===== src/shared/drp_pkg.sv =====
package drp_pkg;
	localparam int NCH        = 6;
	localparam int CNT_W      = 24;
	localparam int CMD_W      = 6;
	localparam int FIFO_DEPTH = 16;
	// request_select codes
	localparam logic [3:0] RS_EXT_DUAL = 4'h0;
	localparam logic [3:0] RS_EXT_M2D  = 4'h2;
	localparam logic [3:0] RS_EXT_D2M  = 4'h3;
	localparam logic [3:0] RS_AUTO     = 4'h4;
	localparam logic [3:0] RS_MODULE   = 4'h8;
	// module and register selectors
	localparam logic [5:0] MID_UART0 = 6'h08;
	localparam logic [5:0] MID_UART1 = 6'h0a;
	localparam logic [5:0] MID_SIO0  = 6'h14;
	localparam logic [5:0] MID_SIO1  = 6'h15;
	localparam logic [1:0] RID_TX    = 2'h1;
	localparam logic [1:0] RID_RX    = 2'h2;
	// {level_polarity, detect_kind}
	localparam logic [1:0] DET_LOW  = 2'h0;
	localparam logic [1:0] DET_FALL = 2'h1;
	localparam logic [1:0] DET_HIGH = 2'h2;
	localparam logic [1:0] DET_RISE = 2'h3;
	// {priority_mode_high, priority_mode_low}; 11 acts as fixed 1
	localparam logic [1:0] PRIO_FIX1 = 2'h0;
	localparam logic [1:0] PRIO_FIX2 = 2'h1;
	localparam logic [1:0] PRIO_RR   = 2'h2;
	// command word fields
	localparam int CMD_BURST  = 0;
	localparam int CMD_DIR    = 1;
	localparam int CMD_SINGLE = 2;
	localparam int CMD_CH_LSB = 3;
	// reset values
	localparam logic [2:0] RR_TOP_RST = 3'h0;
	localparam logic       SENSE_RST  = 1'b1;
endpackage


===== src/hw/drp_fifo.sv =====
`timescale 1ns/10ps
`default_nettype none
module drp_fifo #(
	parameter int W     = 6,
	parameter int DEPTH = 16
) (
	// clock and reset
	input  wire logic         core_clk_i,
	input  wire logic         sys_rst_i,
	// fill side
	input  wire logic         in_valid_i,
	input  wire logic [W-1:0] in_data_i,
	output logic              in_ready_o,
	// drain side
	output logic              out_valid_o,
	output logic [W-1:0]      out_data_o,
	input  wire logic         out_ready_i
);
	localparam int AW = $clog2(DEPTH);
	logic [W-1:0]  mem [DEPTH];
	logic [AW-1:0] wp_ff, rp_ff, nxt_wp, nxt_rp;
	logic [AW:0]   cnt_ff, nxt_cnt;
	logic          ov_ff, nxt_ov, we, push, fill;
	logic [W-1:0]  od_ff, nxt_od;

	function automatic logic [AW-1:0] inc(input logic [AW-1:0] p);
		return (p == AW'(DEPTH - 1)) ? '0 : p + 1'b1;
	endfunction

	// full is counted on storage only; the output register is extra slack
	assign in_ready_o  = (cnt_ff != (AW+1)'(DEPTH));
	assign out_valid_o = ov_ff;
	assign out_data_o  = od_ff;

	always_comb begin
		push   = in_valid_i & in_ready_o;
		fill   = ~ov_ff | out_ready_i;
		nxt_wp = wp_ff;
		nxt_rp = rp_ff;
		nxt_od = od_ff;
		nxt_ov = ov_ff & ~out_ready_i;
		we     = 1'b0;
		if (fill && cnt_ff != '0) begin
			nxt_od = mem[rp_ff];
			nxt_rp = inc(rp_ff);
			nxt_ov = 1'b1;
			we     = push;
		end else if (fill && push) begin
			nxt_od = in_data_i;
			nxt_ov = 1'b1;
		end else begin
			we     = push;
		end
		if (we) begin
			nxt_wp = inc(wp_ff);
		end
		nxt_cnt = cnt_ff + (AW+1)'(we) - (AW+1)'(fill && cnt_ff != '0);
	end

	always_ff @(posedge core_clk_i) begin
		if (we) begin
			mem[wp_ff] <= in_data_i;
		end
	end

	always_ff @(posedge core_clk_i or posedge sys_rst_i) begin
		if (sys_rst_i) begin
			wp_ff  <= '0;
			rp_ff  <= '0;
			cnt_ff <= '0;
			ov_ff  <= 1'b0;
			od_ff  <= '0;
		end else begin
			wp_ff  <= nxt_wp;
			rp_ff  <= nxt_rp;
			cnt_ff <= nxt_cnt;
			ov_ff  <= nxt_ov;
			od_ff  <= nxt_od;
		end
	end
endmodule
`default_nettype wire


===== src/hw/drp_arbiter.sv =====
`timescale 1ns/10ps
`default_nettype none
module drp_arbiter (
	// clock and reset
	input  wire logic       core_clk_i,
	input  wire logic       sys_rst_i,
	// requests and scheme
	input  wire logic [5:0] req_i,
	input  wire logic [1:0] prio_mode_i,
	// unit finished
	input  wire logic       done_i,
	input  wire logic [2:0] done_ch_i,
	// grant
	output logic            gnt_valid_o,
	output logic [2:0]      gnt_ch_o
);
	logic [2:0] top_ff, nxt_top;

	function automatic logic [2:0] wrap6(input logic [3:0] s);
		return (s >= 4'd6) ? 3'(s - 4'd6) : s[2:0];
	endfunction

	// channel sitting at rank p of the active scheme
	function automatic logic [2:0] rank_ch(input logic [1:0] m, input logic [2:0] top,
	                                       input logic [2:0] p);
		logic [2:0] f2 [6];
		f2 = '{3'd0, 3'd2, 3'd3, 3'd1, 3'd4, 3'd5};
		if (m == drp_pkg::PRIO_FIX2) begin
			return f2[p];
		end else if (m == drp_pkg::PRIO_RR) begin
			return wrap6({1'b0, top} + {1'b0, p});
		end
		return p;
	endfunction

	always_comb begin
		logic [2:0] c;
		c           = '0;
		gnt_valid_o = 1'b0;
		gnt_ch_o    = '0;
		for (int p = 5; p >= 0; p--) begin
			c = rank_ch(prio_mode_i, top_ff, 3'(p));
			if (req_i[c]) begin
				gnt_valid_o = 1'b1;
				gnt_ch_o    = c;
			end
		end
	end

	always_comb begin
		nxt_top = top_ff;
		if (done_i && prio_mode_i == drp_pkg::PRIO_RR) begin
			nxt_top = wrap6({1'b0, done_ch_i} + 4'd1);
		end
	end

	always_ff @(posedge core_clk_i or posedge sys_rst_i) begin
		if (sys_rst_i) begin
			top_ff <= drp_pkg::RR_TOP_RST;
		end else begin
			top_ff <= nxt_top;
		end
	end
endmodule
`default_nettype wire


===== src/hw/drp_dma_request.sv =====
`timescale 1ns/10ps
`default_nettype none
module drp_dma_request (
	// clock and reset
	input  wire logic        core_clk_i,
	input  wire logic        sys_rst_i,
	// enables and abort flags
	input  wire logic [5:0]  channel_enable_i,
	input  wire logic        master_enable_i,
	input  wire logic        address_error_flag_i,
	input  wire logic        nmi_abort_flag_i,
	// per-channel configuration and priority scheme
	input  wire logic [23:0] request_select_i,
	input  wire logic [35:0] module_selector_i,
	input  wire logic [11:0] register_selector_i,
	input  wire logic [5:0]  bus_mode_burst_i,
	input  wire logic [5:0]  completion_irq_on_i,
	input  wire logic [1:0]  level_polarity_i,
	input  wire logic [1:0]  detect_kind_i,
	input  wire logic [1:0]  overrun_select_i,
	input  wire logic        priority_mode_low_i,
	input  wire logic        priority_mode_high_i,
	// transfer counter load and end flag clear
	input  wire logic [5:0]  count_load_i,
	input  wire logic [23:0] count_value_i,
	input  wire logic [5:0]  transfer_end_clear_i,
	// external request pins
	input  wire logic        ext_request_0_i,
	input  wire logic        ext_request_1_i,
	output logic [1:0]       ext_acknowledge_o,
	// on-chip module requests: uart0, uart1, sio0, sio1
	input  wire logic [3:0]  tx_empty_request_i,
	input  wire logic [3:0]  rx_full_request_i,
	// unit commands to the bus engine
	output logic             cmd_valid_o,
	output logic [5:0]       cmd_data_o,
	input  wire logic        cmd_ready_i,
	// unit completion from the bus engine
	input  wire logic        unit_done_i,
	input  wire logic [2:0]  unit_ch_i,
	// status
	output logic [5:0]       transfer_end_flag_o,
	output logic [5:0]       channel_busy_o,
	output logic             end_of_transfer_irq_o
);
	localparam int NCH = drp_pkg::NCH;
	localparam int CW  = drp_pkg::CNT_W;

	// ==========================================================
	// request decode
	logic [NCH-1:0] en, req, src, legal, single, dir, burst;
	logic [1:0]     pin, ext_pend, edge_seen;
	logic [3:0]     rs [NCH];
	logic           take;
	logic [2:0]     gnt_ch;
	logic           gnt_v;
	logic           fifo_ready;
	logic [5:0]     cmd_word;

	// ==========================================================
	// state
	logic [NCH-1:0]         busy_ff, nxt_busy;
	logic [NCH-1:0]         te_ff, nxt_te;
	logic [NCH-1:0][CW-1:0] cnt_ff, nxt_cnt;
	logic [1:0]             ack_ff, nxt_ack;
	logic [1:0]             sense_ff, nxt_sense;
	logic [1:0]             hold_ff, nxt_hold;
	logic [1:0]             edge_ff, nxt_edge;
	logic [1:0]             prev_ff, nxt_prev;
	logic                   irq_ff, nxt_irq;

	// returns {selector legal, request level}
	function automatic logic [1:0] mod_req(input logic [5:0] mid, input logic [1:0] register_selector,
	                                       input logic [3:0] tx, input logic [3:0] rx);
		logic [1:0] idx;
		logic       ok;
		idx = 2'd0;
		ok  = 1'b1;
		case (mid)
			drp_pkg::MID_UART0: idx = 2'd0;
			drp_pkg::MID_UART1: idx = 2'd1;
			drp_pkg::MID_SIO0:  idx = 2'd2;
			drp_pkg::MID_SIO1:  idx = 2'd3;
			default:            ok  = 1'b0;
		endcase
		if (register_selector == drp_pkg::RID_TX) begin
			return {ok, ok & tx[idx]};
		end else if (register_selector == drp_pkg::RID_RX) begin
			return {ok, ok & rx[idx]};
		end
		return 2'b00;
	endfunction

	assign pin = {ext_request_1_i, ext_request_0_i};

	// ==========================================================
	// external pin sensing, channels 0 and 1 only
	always_comb begin
		logic [1:0] det;
		logic       lvl;
		det       = '0;
		lvl       = 1'b0;
		ext_pend  = '0;
		edge_seen = '0;
		for (int c = 0; c < 2; c++) begin
			det = {level_polarity_i[c], detect_kind_i[c]};
			lvl = (det == drp_pkg::DET_HIGH) ? pin[c] : ~pin[c];
			edge_seen[c] = (det == drp_pkg::DET_RISE) ? (~prev_ff[c] & pin[c])
			                                          : (prev_ff[c] & ~pin[c]);
			// blind until acknowledge; in level mode overrun 0 adds one blind cycle
			ext_pend[c] = sense_ff[c] & (det[0] ? edge_ff[c] : (lvl & ~hold_ff[c]));
		end
	end

	always_comb begin
		logic [1:0] m;
		m      = '0;
		en     = '0;
		src    = '0;
		legal  = '0;
		single = '0;
		dir    = '0;
		burst  = '0;
		req    = '0;
		for (int c = 0; c < NCH; c++) begin
			rs[c] = request_select_i[4*c +: 4];
			en[c] = channel_enable_i[c] & master_enable_i & ~te_ff[c]
			      & ~address_error_flag_i & ~nmi_abort_flag_i;
			m = mod_req(module_selector_i[6*c +: 6], register_selector_i[2*c +: 2],
			            tx_empty_request_i, rx_full_request_i);
			burst[c] = bus_mode_burst_i[c];
			// the request source also sets single address, direction, and no burst for modules
			case (rs[c])
				drp_pkg::RS_AUTO: begin
					legal[c] = 1'b1;
					src[c]   = 1'b1;
				end
				// pin modes exist on channels 0 and 1 only
				drp_pkg::RS_EXT_DUAL, drp_pkg::RS_EXT_M2D, drp_pkg::RS_EXT_D2M: begin
					legal[c] = (c < 2);
					src[c]   = (c < 2) ? ext_pend[c[0]] : 1'b0;
					// single address only with the acknowledged device
					single[c] = (c < 2) && (rs[c] != drp_pkg::RS_EXT_DUAL);
					dir[c]    = (rs[c] == drp_pkg::RS_EXT_D2M);
				end
				drp_pkg::RS_MODULE: begin
					legal[c] = m[1];
					src[c]   = m[0];
					burst[c] = 1'b0;
				end
				default: begin
					legal[c] = 1'b0;
				end
			endcase
			// zero count means nothing left to move
			req[c] = en[c] & legal[c] & src[c] & ~busy_ff[c] & (cnt_ff[c] != '0);
		end
	end

	// ==========================================================
	// arbitration and command issue
	drp_arbiter u_arb (
		.core_clk_i  (core_clk_i),
		.sys_rst_i   (sys_rst_i),
		.req_i       (req),
		.prio_mode_i ({priority_mode_high_i, priority_mode_low_i}),
		.done_i      (unit_done_i),
		.done_ch_i   (unit_ch_i),
		.gnt_valid_o (gnt_v),
		.gnt_ch_o    (gnt_ch)
	);

	// a full queue stalls grants, so no request is consumed without a slot
	assign take = gnt_v & fifo_ready;

	always_comb begin
		cmd_word = '0;
		cmd_word[drp_pkg::CMD_CH_LSB +: 3] = gnt_ch;
		cmd_word[drp_pkg::CMD_SINGLE]      = single[gnt_ch];
		cmd_word[drp_pkg::CMD_DIR]         = dir[gnt_ch];
		cmd_word[drp_pkg::CMD_BURST]       = burst[gnt_ch];
	end

	drp_fifo #(
		.W     (drp_pkg::CMD_W),
		.DEPTH (drp_pkg::FIFO_DEPTH)
	) u_fifo (
		.core_clk_i  (core_clk_i),
		.sys_rst_i   (sys_rst_i),
		.in_valid_i  (gnt_v),
		.in_data_i   (cmd_word),
		.in_ready_o  (fifo_ready),
		.out_valid_o (cmd_valid_o),
		.out_data_o  (cmd_data_o),
		.out_ready_i (cmd_ready_i)
	);

	// ==========================================================
	// channel progress
	always_comb begin
		logic dn;
		dn       = 1'b0;
		nxt_busy = busy_ff;
		nxt_te   = te_ff;
		nxt_cnt  = cnt_ff;
		for (int c = 0; c < NCH; c++) begin
			dn = unit_done_i && (unit_ch_i == 3'(c));
			if (take && gnt_ch == 3'(c)) begin
				nxt_busy[c] = 1'b1;
			end else if (dn) begin
				nxt_busy[c] = 1'b0;
			end
			if (count_load_i[c]) begin
				nxt_cnt[c] = count_value_i;
			end else if (dn && cnt_ff[c] != '0) begin
				nxt_cnt[c] = cnt_ff[c] - 1'b1;
			end
			// set beats clear in the same cycle
			if (transfer_end_clear_i[c]) begin
				nxt_te[c] = 1'b0;
			end
			if (dn && cnt_ff[c] == CW'(1)) begin
				nxt_te[c] = 1'b1;
			end
		end
		nxt_irq = |(nxt_te & completion_irq_on_i);
	end

	// ==========================================================
	// pin handshake state
	always_comb begin
		logic tk;
		tk        = 1'b0;
		nxt_ack   = '0;
		nxt_sense = sense_ff;
		nxt_hold  = '0;
		nxt_edge  = edge_ff;
		nxt_prev  = pin;
		for (int c = 0; c < 2; c++) begin
			tk = take && gnt_ch == 3'(c) && rs[c] != drp_pkg::RS_AUTO
			     && rs[c] != drp_pkg::RS_MODULE;
			nxt_ack[c] = unit_done_i && unit_ch_i == 3'(c) && single[c] | (unit_done_i
			             && unit_ch_i == 3'(c) && rs[c] == drp_pkg::RS_EXT_DUAL);
			nxt_sense[c] = (sense_ff[c] | ack_ff[c]) & ~tk;
			// in level mode overrun 0 skips the first sample after acknowledge
			nxt_hold[c]  = ack_ff[c] & ~overrun_select_i[c];
			// latch in edge mode only: a polarity flip in level mode leaves no stale edge
			nxt_edge[c]  = (edge_ff[c] | (sense_ff[c] & detect_kind_i[c] & edge_seen[c]))
			               & ~tk;
		end
	end

	always_ff @(posedge core_clk_i or posedge sys_rst_i) begin
		if (sys_rst_i) begin
			busy_ff  <= '0;
			te_ff    <= '0;
			cnt_ff   <= '0;
			irq_ff   <= 1'b0;
			ack_ff   <= '0;
			sense_ff <= {2{drp_pkg::SENSE_RST}};
			hold_ff  <= '0;
			edge_ff  <= '0;
			prev_ff  <= '0;
		end else begin
			busy_ff  <= nxt_busy;
			te_ff    <= nxt_te;
			cnt_ff   <= nxt_cnt;
			irq_ff   <= nxt_irq;
			ack_ff   <= nxt_ack;
			sense_ff <= nxt_sense;
			hold_ff  <= nxt_hold;
			edge_ff  <= nxt_edge;
			prev_ff  <= nxt_prev;
		end
	end

	assign ext_acknowledge_o     = ack_ff;
	assign transfer_end_flag_o   = te_ff;
	assign channel_busy_o        = busy_ff;
	assign end_of_transfer_irq_o = irq_ff;
endmodule
`default_nettype wire


===== config.mk =====
export PLATFORM = sky130hd
export DESIGN_NAME = drp_dma_request
export DESIGN_NICKNAME = d
export VERILOG_FILES = /design/src/shared/drp_pkg.sv /design/src/hw/drp_fifo.sv /design/src/hw/drp_arbiter.sv /design/src/hw/drp_dma_request.sv
export SDC_FILE = /design/constraint.sdc
export NUM_CORES = 1
export LEC_CHECK = 0
export BUFFER_PORTS_ARGS = -buffer_cell sky130_fd_sc_hd__buf_2
export CAP_MARGIN = 5
export CORE_ASPECT_RATIO = 0.6
export CORE_MARGIN = 2
export CORE_UTILIZATION = 31
export DETAILED_ROUTE_END_ITERATION = 10
export MAX_ROUTING_LAYER = met4
export SYNTH_ARGS = -nofsm -noshare
export SYNTH_HDL_FRONTEND = slang
export SYNTH_SLANG_ARGS = --single-unit

===== constraint.sdc =====
create_clock -name core_clk_i -period 5.05 [get_ports core_clk_i]
set_input_delay 0.2525 -clock core_clk_i [delete_from_list [all_inputs] [get_ports core_clk_i]]
set_output_delay 0.2525 -clock core_clk_i [all_outputs]
set_load 0.02 [all_outputs]

==> parameters.txt <==
Parameter                              Value

Status
  Outcome    completed

Timing
  Max transition margin    12.9%
  Slew of the pin with the lowest slew margin    1310 ps
  Count of endpoints failing hold in the final timing report    0
  Worst Clk Skew    20.2 ps
  Final Hold Slack    47.8 ps
  Highest clock rate    0.208 GHz
  Final Worst Setup Slack    231 ps
  Setup violations, final    0
  Number of max-slew violations in the final report    0
  Minimum clock period    4820 ps
  Total negative slack for setup checks    0 ps
  Final worst path period share    95.4%

Power
  P per Cell Area    352 mW/mm^2
  Worst-case vdd ir drop    0.279 mV
  Leakage power of the design    8.24 nW

Placed design
  Worst Setup Slack post-DPL    -64.9 ps
  Final weighted congestion in routability-driven placement    0.977
  Count of buffers from port buffering    175
  Hpwl dp    42900 um
  Dpl cells    2717

Die
  Ports placed on the boundary    176
  # rows    66
  Vertical die dimension    185 um
  Die Span X    306 um
  Die Area    0.0568 mm^2
  Starting density of the core    31.4%
  CORE AREA    0.0542 mm^2

Worst setup path
  Ordered cell list for the critical path    or4_1, or4b_1, o41ai_4, buf_4, a211oi_1, a31oi_1, o221ai_1, buf_4, nor4_4, and3_1, o21ai_4, buf_4, or3_1, a21oi_4, buf_4
  Destination of the worst register-to-register timing path    u_fifo.mem[5][1]
  CP Capture Type    flop
  CP Buf/Inv Count    4
  Cell family with the largest share of critical-path delay    simple AND/OR/NAND/NOR gates
  Kind of critical path    flop to flop
  Beginning of the worst register-to-register path    cnt_ff[98]
  CP most frequent cell    sky130_fd_sc_hd__buf_4
  Maximum fanout encountered on the critical timing path    22
  Category of the worst setup path launch point    flop
  Crit path required time    5450 ps
  Worst R2R Setup Slack    230 ps
  Slowest cell on the critical path    sky130_fd_sc_hd__or4b_1
  Data arrival time of the critical path    5220 ps
  Logic depth of the worst register-to-register path    15
  Peak per-stage delay on the critical path    630 ps

Yosys
  Syn nets    1966
  Mapped Cells    1761
  Total standard cell area after synthesis    0.0170 mm^2
  Sequential area share after synthesis    45.0%
  Average size of a mapped cell    9.65 um^2
  Yosys synthesis warning count    0
  Yosys top cell by area    sky130_fd_sc_hd__dfrtp_1
  Post-synth ARST share    66.4%
  EDFF count, synth    96
  Cell types occupying the most area after synthesis    sky130_fd_sc_hd__dfrtp_1 (28%), sky130_fd_sc_hd__edfxtp_1 (17%), sky130_fd_sc_hd__xnor2_1 (5.5%), sky130_fd_sc_hd__o21ai_0 (5.4%), sky130_fd_sc_hd__nand2_1 (5.3%)
  Flops & latches, synth    286
  Top_reg_cell synth    sky130_fd_sc_hd__dfrtp_1
  Distinct cell type count after synthesis    92
  Post-synth top area share    27.7%

Detailed routing
  Drt via density    5.30
  Total vias in the final route    14800
  Detailed-route wire length    56500 um
  Drt first-iter violations    1280
  Residual antenna-violating net count after detailed routing    0
  Routed wire length per instance    20.3 um
  First-pass iteration count of the detailed router    5
  Post-route DRC violation count    0

Clock network
  H-tree depth    1
  Number of buffers between clock root and the deepest sink    3
  Post CTS Setup Buffer Count    0
  Clock Sink Count    286
  Clk pin slew, worst setup/hold paths    60 ps
  Worst skew pair latency    570 ps
  CTS root buffer    sky130_fd_sc_hd__clkbuf_16
  Clock tree from TritonCTS    done
  Number of buffers inserted during clock tree synthesis    30

Layout
  Layout area overhead    22.5%
  Final design utilization    38.4%
  Post-route insts no fill    2789
  FILL cells    5337
  Ratio of cells with drive above 1 in the final layout    21.6%
  Storage element area    0.00764 mm^2
  Nets    2257
  Area of combinational cells with multiple inputs    0.00887 mm^2

Hold path
  Hold worst-path end    cnt_ff[17]
  Cells on Worst Hold Path    3
  Hold wc startpoint    count_value_i[17]
  Hold Crit Class    primary input to flop

Job
  Number of max-cap violations    0

Global route
  Pin count of the biggest net entering global routing    161
  Wire length of the first global-routing pass    86200 um
  Global route overflow    0
  Antenna violations before repair    1
  Vias in the first global route    14300
  Tot GR Track Use    20.2%
==> report_power, final <==
group	internal [mW]	total, mW	switching (mW)
combinational	0.878	2.01	1.13
clock	1.40	2.35	0.943
sequential	2.69	2.96	0.270
==> worst max-delay path by stage <==
stage / from / to / slack (ps) / cells after the start
after floorplan: cnt_ff[129] / u_fifo.out_data_o[2] / 560 / 14
after global placement: module_selector_i[20] / u_fifo.mem[8][0] / -60 / 15
after detailed placement: module_selector_i[20] / u_fifo.mem[10][0] / -60 / 15
after CTS: cnt_ff[86] / u_fifo.mem[5][1] / 80 / 16
after global routing: cnt_ff[98] / u_fifo.cnt_ff[4] / -2 / 20
final: cnt_ff[98] / u_fifo.mem[5][1] / 230 / 15
==> metrics by stage <==
| stage | total power [mW] | area [um^2] |
|---|---|---|
| after CTS | 7.36 | 20700 |
| final | 7.32 | 20800 |
| after global placement | 4.93 | 19500 |
| after detailed placement | 4.98 | 19500 |
| after floorplan | 4.20 | 17000 |
| after global routing | 7.68 | 20800 |
==> Yosys cell counts (9+ instances only) <==
library cell and count:
sky130_fd_sc_hd__nor4b_1 12, sky130_fd_sc_hd__xnor2_1 107, sky130_fd_sc_hd__nor2_1 115, sky130_fd_sc_hd__o21ai_0 183, sky130_fd_sc_hd__edfxtp_1 96, sky130_fd_sc_hd__nand2_1 238, sky130_fd_sc_hd__mux4_2 30, sky130_fd_sc_hd__dfrtp_1 188
sky130_fd_sc_hd__or4_1 29, sky130_fd_sc_hd__a31oi_1 14, sky130_fd_sc_hd__and3_1 15, sky130_fd_sc_hd__nand3_1 27, sky130_fd_sc_hd__and2_1 14, sky130_fd_sc_hd__xor2_1 40, sky130_fd_sc_hd__nor4_1 46, sky130_fd_sc_hd__inv_1 83
sky130_fd_sc_hd__nor3_1 71, sky130_fd_sc_hd__a21o_1 9, sky130_fd_sc_hd__a21oi_1 42, sky130_fd_sc_hd__nor2b_1 17, sky130_fd_sc_hd__or2_2 19, sky130_fd_sc_hd__clkbuf_1 58, sky130_fd_sc_hd__nand2b_1 23, sky130_fd_sc_hd__a211oi_1 12
sky130_fd_sc_hd__nand3b_1 9, sky130_fd_sc_hd__ha_1 50, sky130_fd_sc_hd__mux2i_1 10, sky130_fd_sc_hd__or3_1 21
==> worst min-delay path, stage by stage <==
cell and delay [ps]:
sky130_fd_sc_hd__buf_2 180, sky130_fd_sc_hd__nand2_1 70, sky130_fd_sc_hd__o21ai_0 60
==> cell usage in the layout, fill, tap and decap left out, drive strengths merged, types with 39 or more instances in the layout <==
cell type / instances
a21oi: 42
buf: 306
clkbuf: 39
dfrtp: 188
edfxtp: 96
ha: 50
inv: 83
nand2: 239
nor2: 115
nor3: 72
nor4: 46
o21ai: 188
xnor2: 107
xor2: 40
==> kinds of logic (layout without fill, tap and decap cells) <==
logic type,Yosys count,in the layout,share of synthesized area (%)
and+or+nand+nor,713,713,21.7
AOI/OAI and AO/OA,371,371,13.8
DFF,286,286,45.0
buffers and inverters,148,461,3.29
xor gates and xnor gates,147,147,7.58
adders and majority gates,51,51,3.80
muxes,45,45,4.92
other,0,1,0
==> state kept, by name, indices dropped and copies added (netlist names) <==
name,cells
u_fifo.cnt_ff,5
u_fifo.rp_ff,4
u_arb.top_ff,3
cnt_ff,144
edge_ff,2
sense_ff,2
transfer_end_flag_o,6
end_of_transfer_irq_o,1
prev_ff,2
u_fifo.wp_ff,4
u_fifo.out_valid_o,1
hold_ff,2
ext_acknowledge_o,2
channel_busy_o,6
u_fifo.out_data_o,6
u_fifo.mem,96
==> cell type report <==
class                   count  area share, %
well taps                 714           4.29
inverters                  84           1.53
diodes                      1         0.0120
multi-input cells        1327           42.6
clock inverters            15          0.992
flip-flops and latches    286           36.7
clock buffers              39           3.97
repair buffers            323           9.87
==> layer usage <==
layer	part of all wire [%]	vias to the layer above	track usage (%)
met2	45	454	31.2
li1	-	6977	-
met5	0	-	-
met4	2.0	0	4.65
met3	6.1	63	2.51
met1	47	7299	28.5
==> what timing repair did <==
action / 4_1_cts / 5_1_grt
setup endpoints to repair: 28 / 133
gates resized for setup: 2 / 12
hold buffers: 17 / 0
endpoints found under the hold margin: 41 / 0
Power figures use the tool's default switching activity.
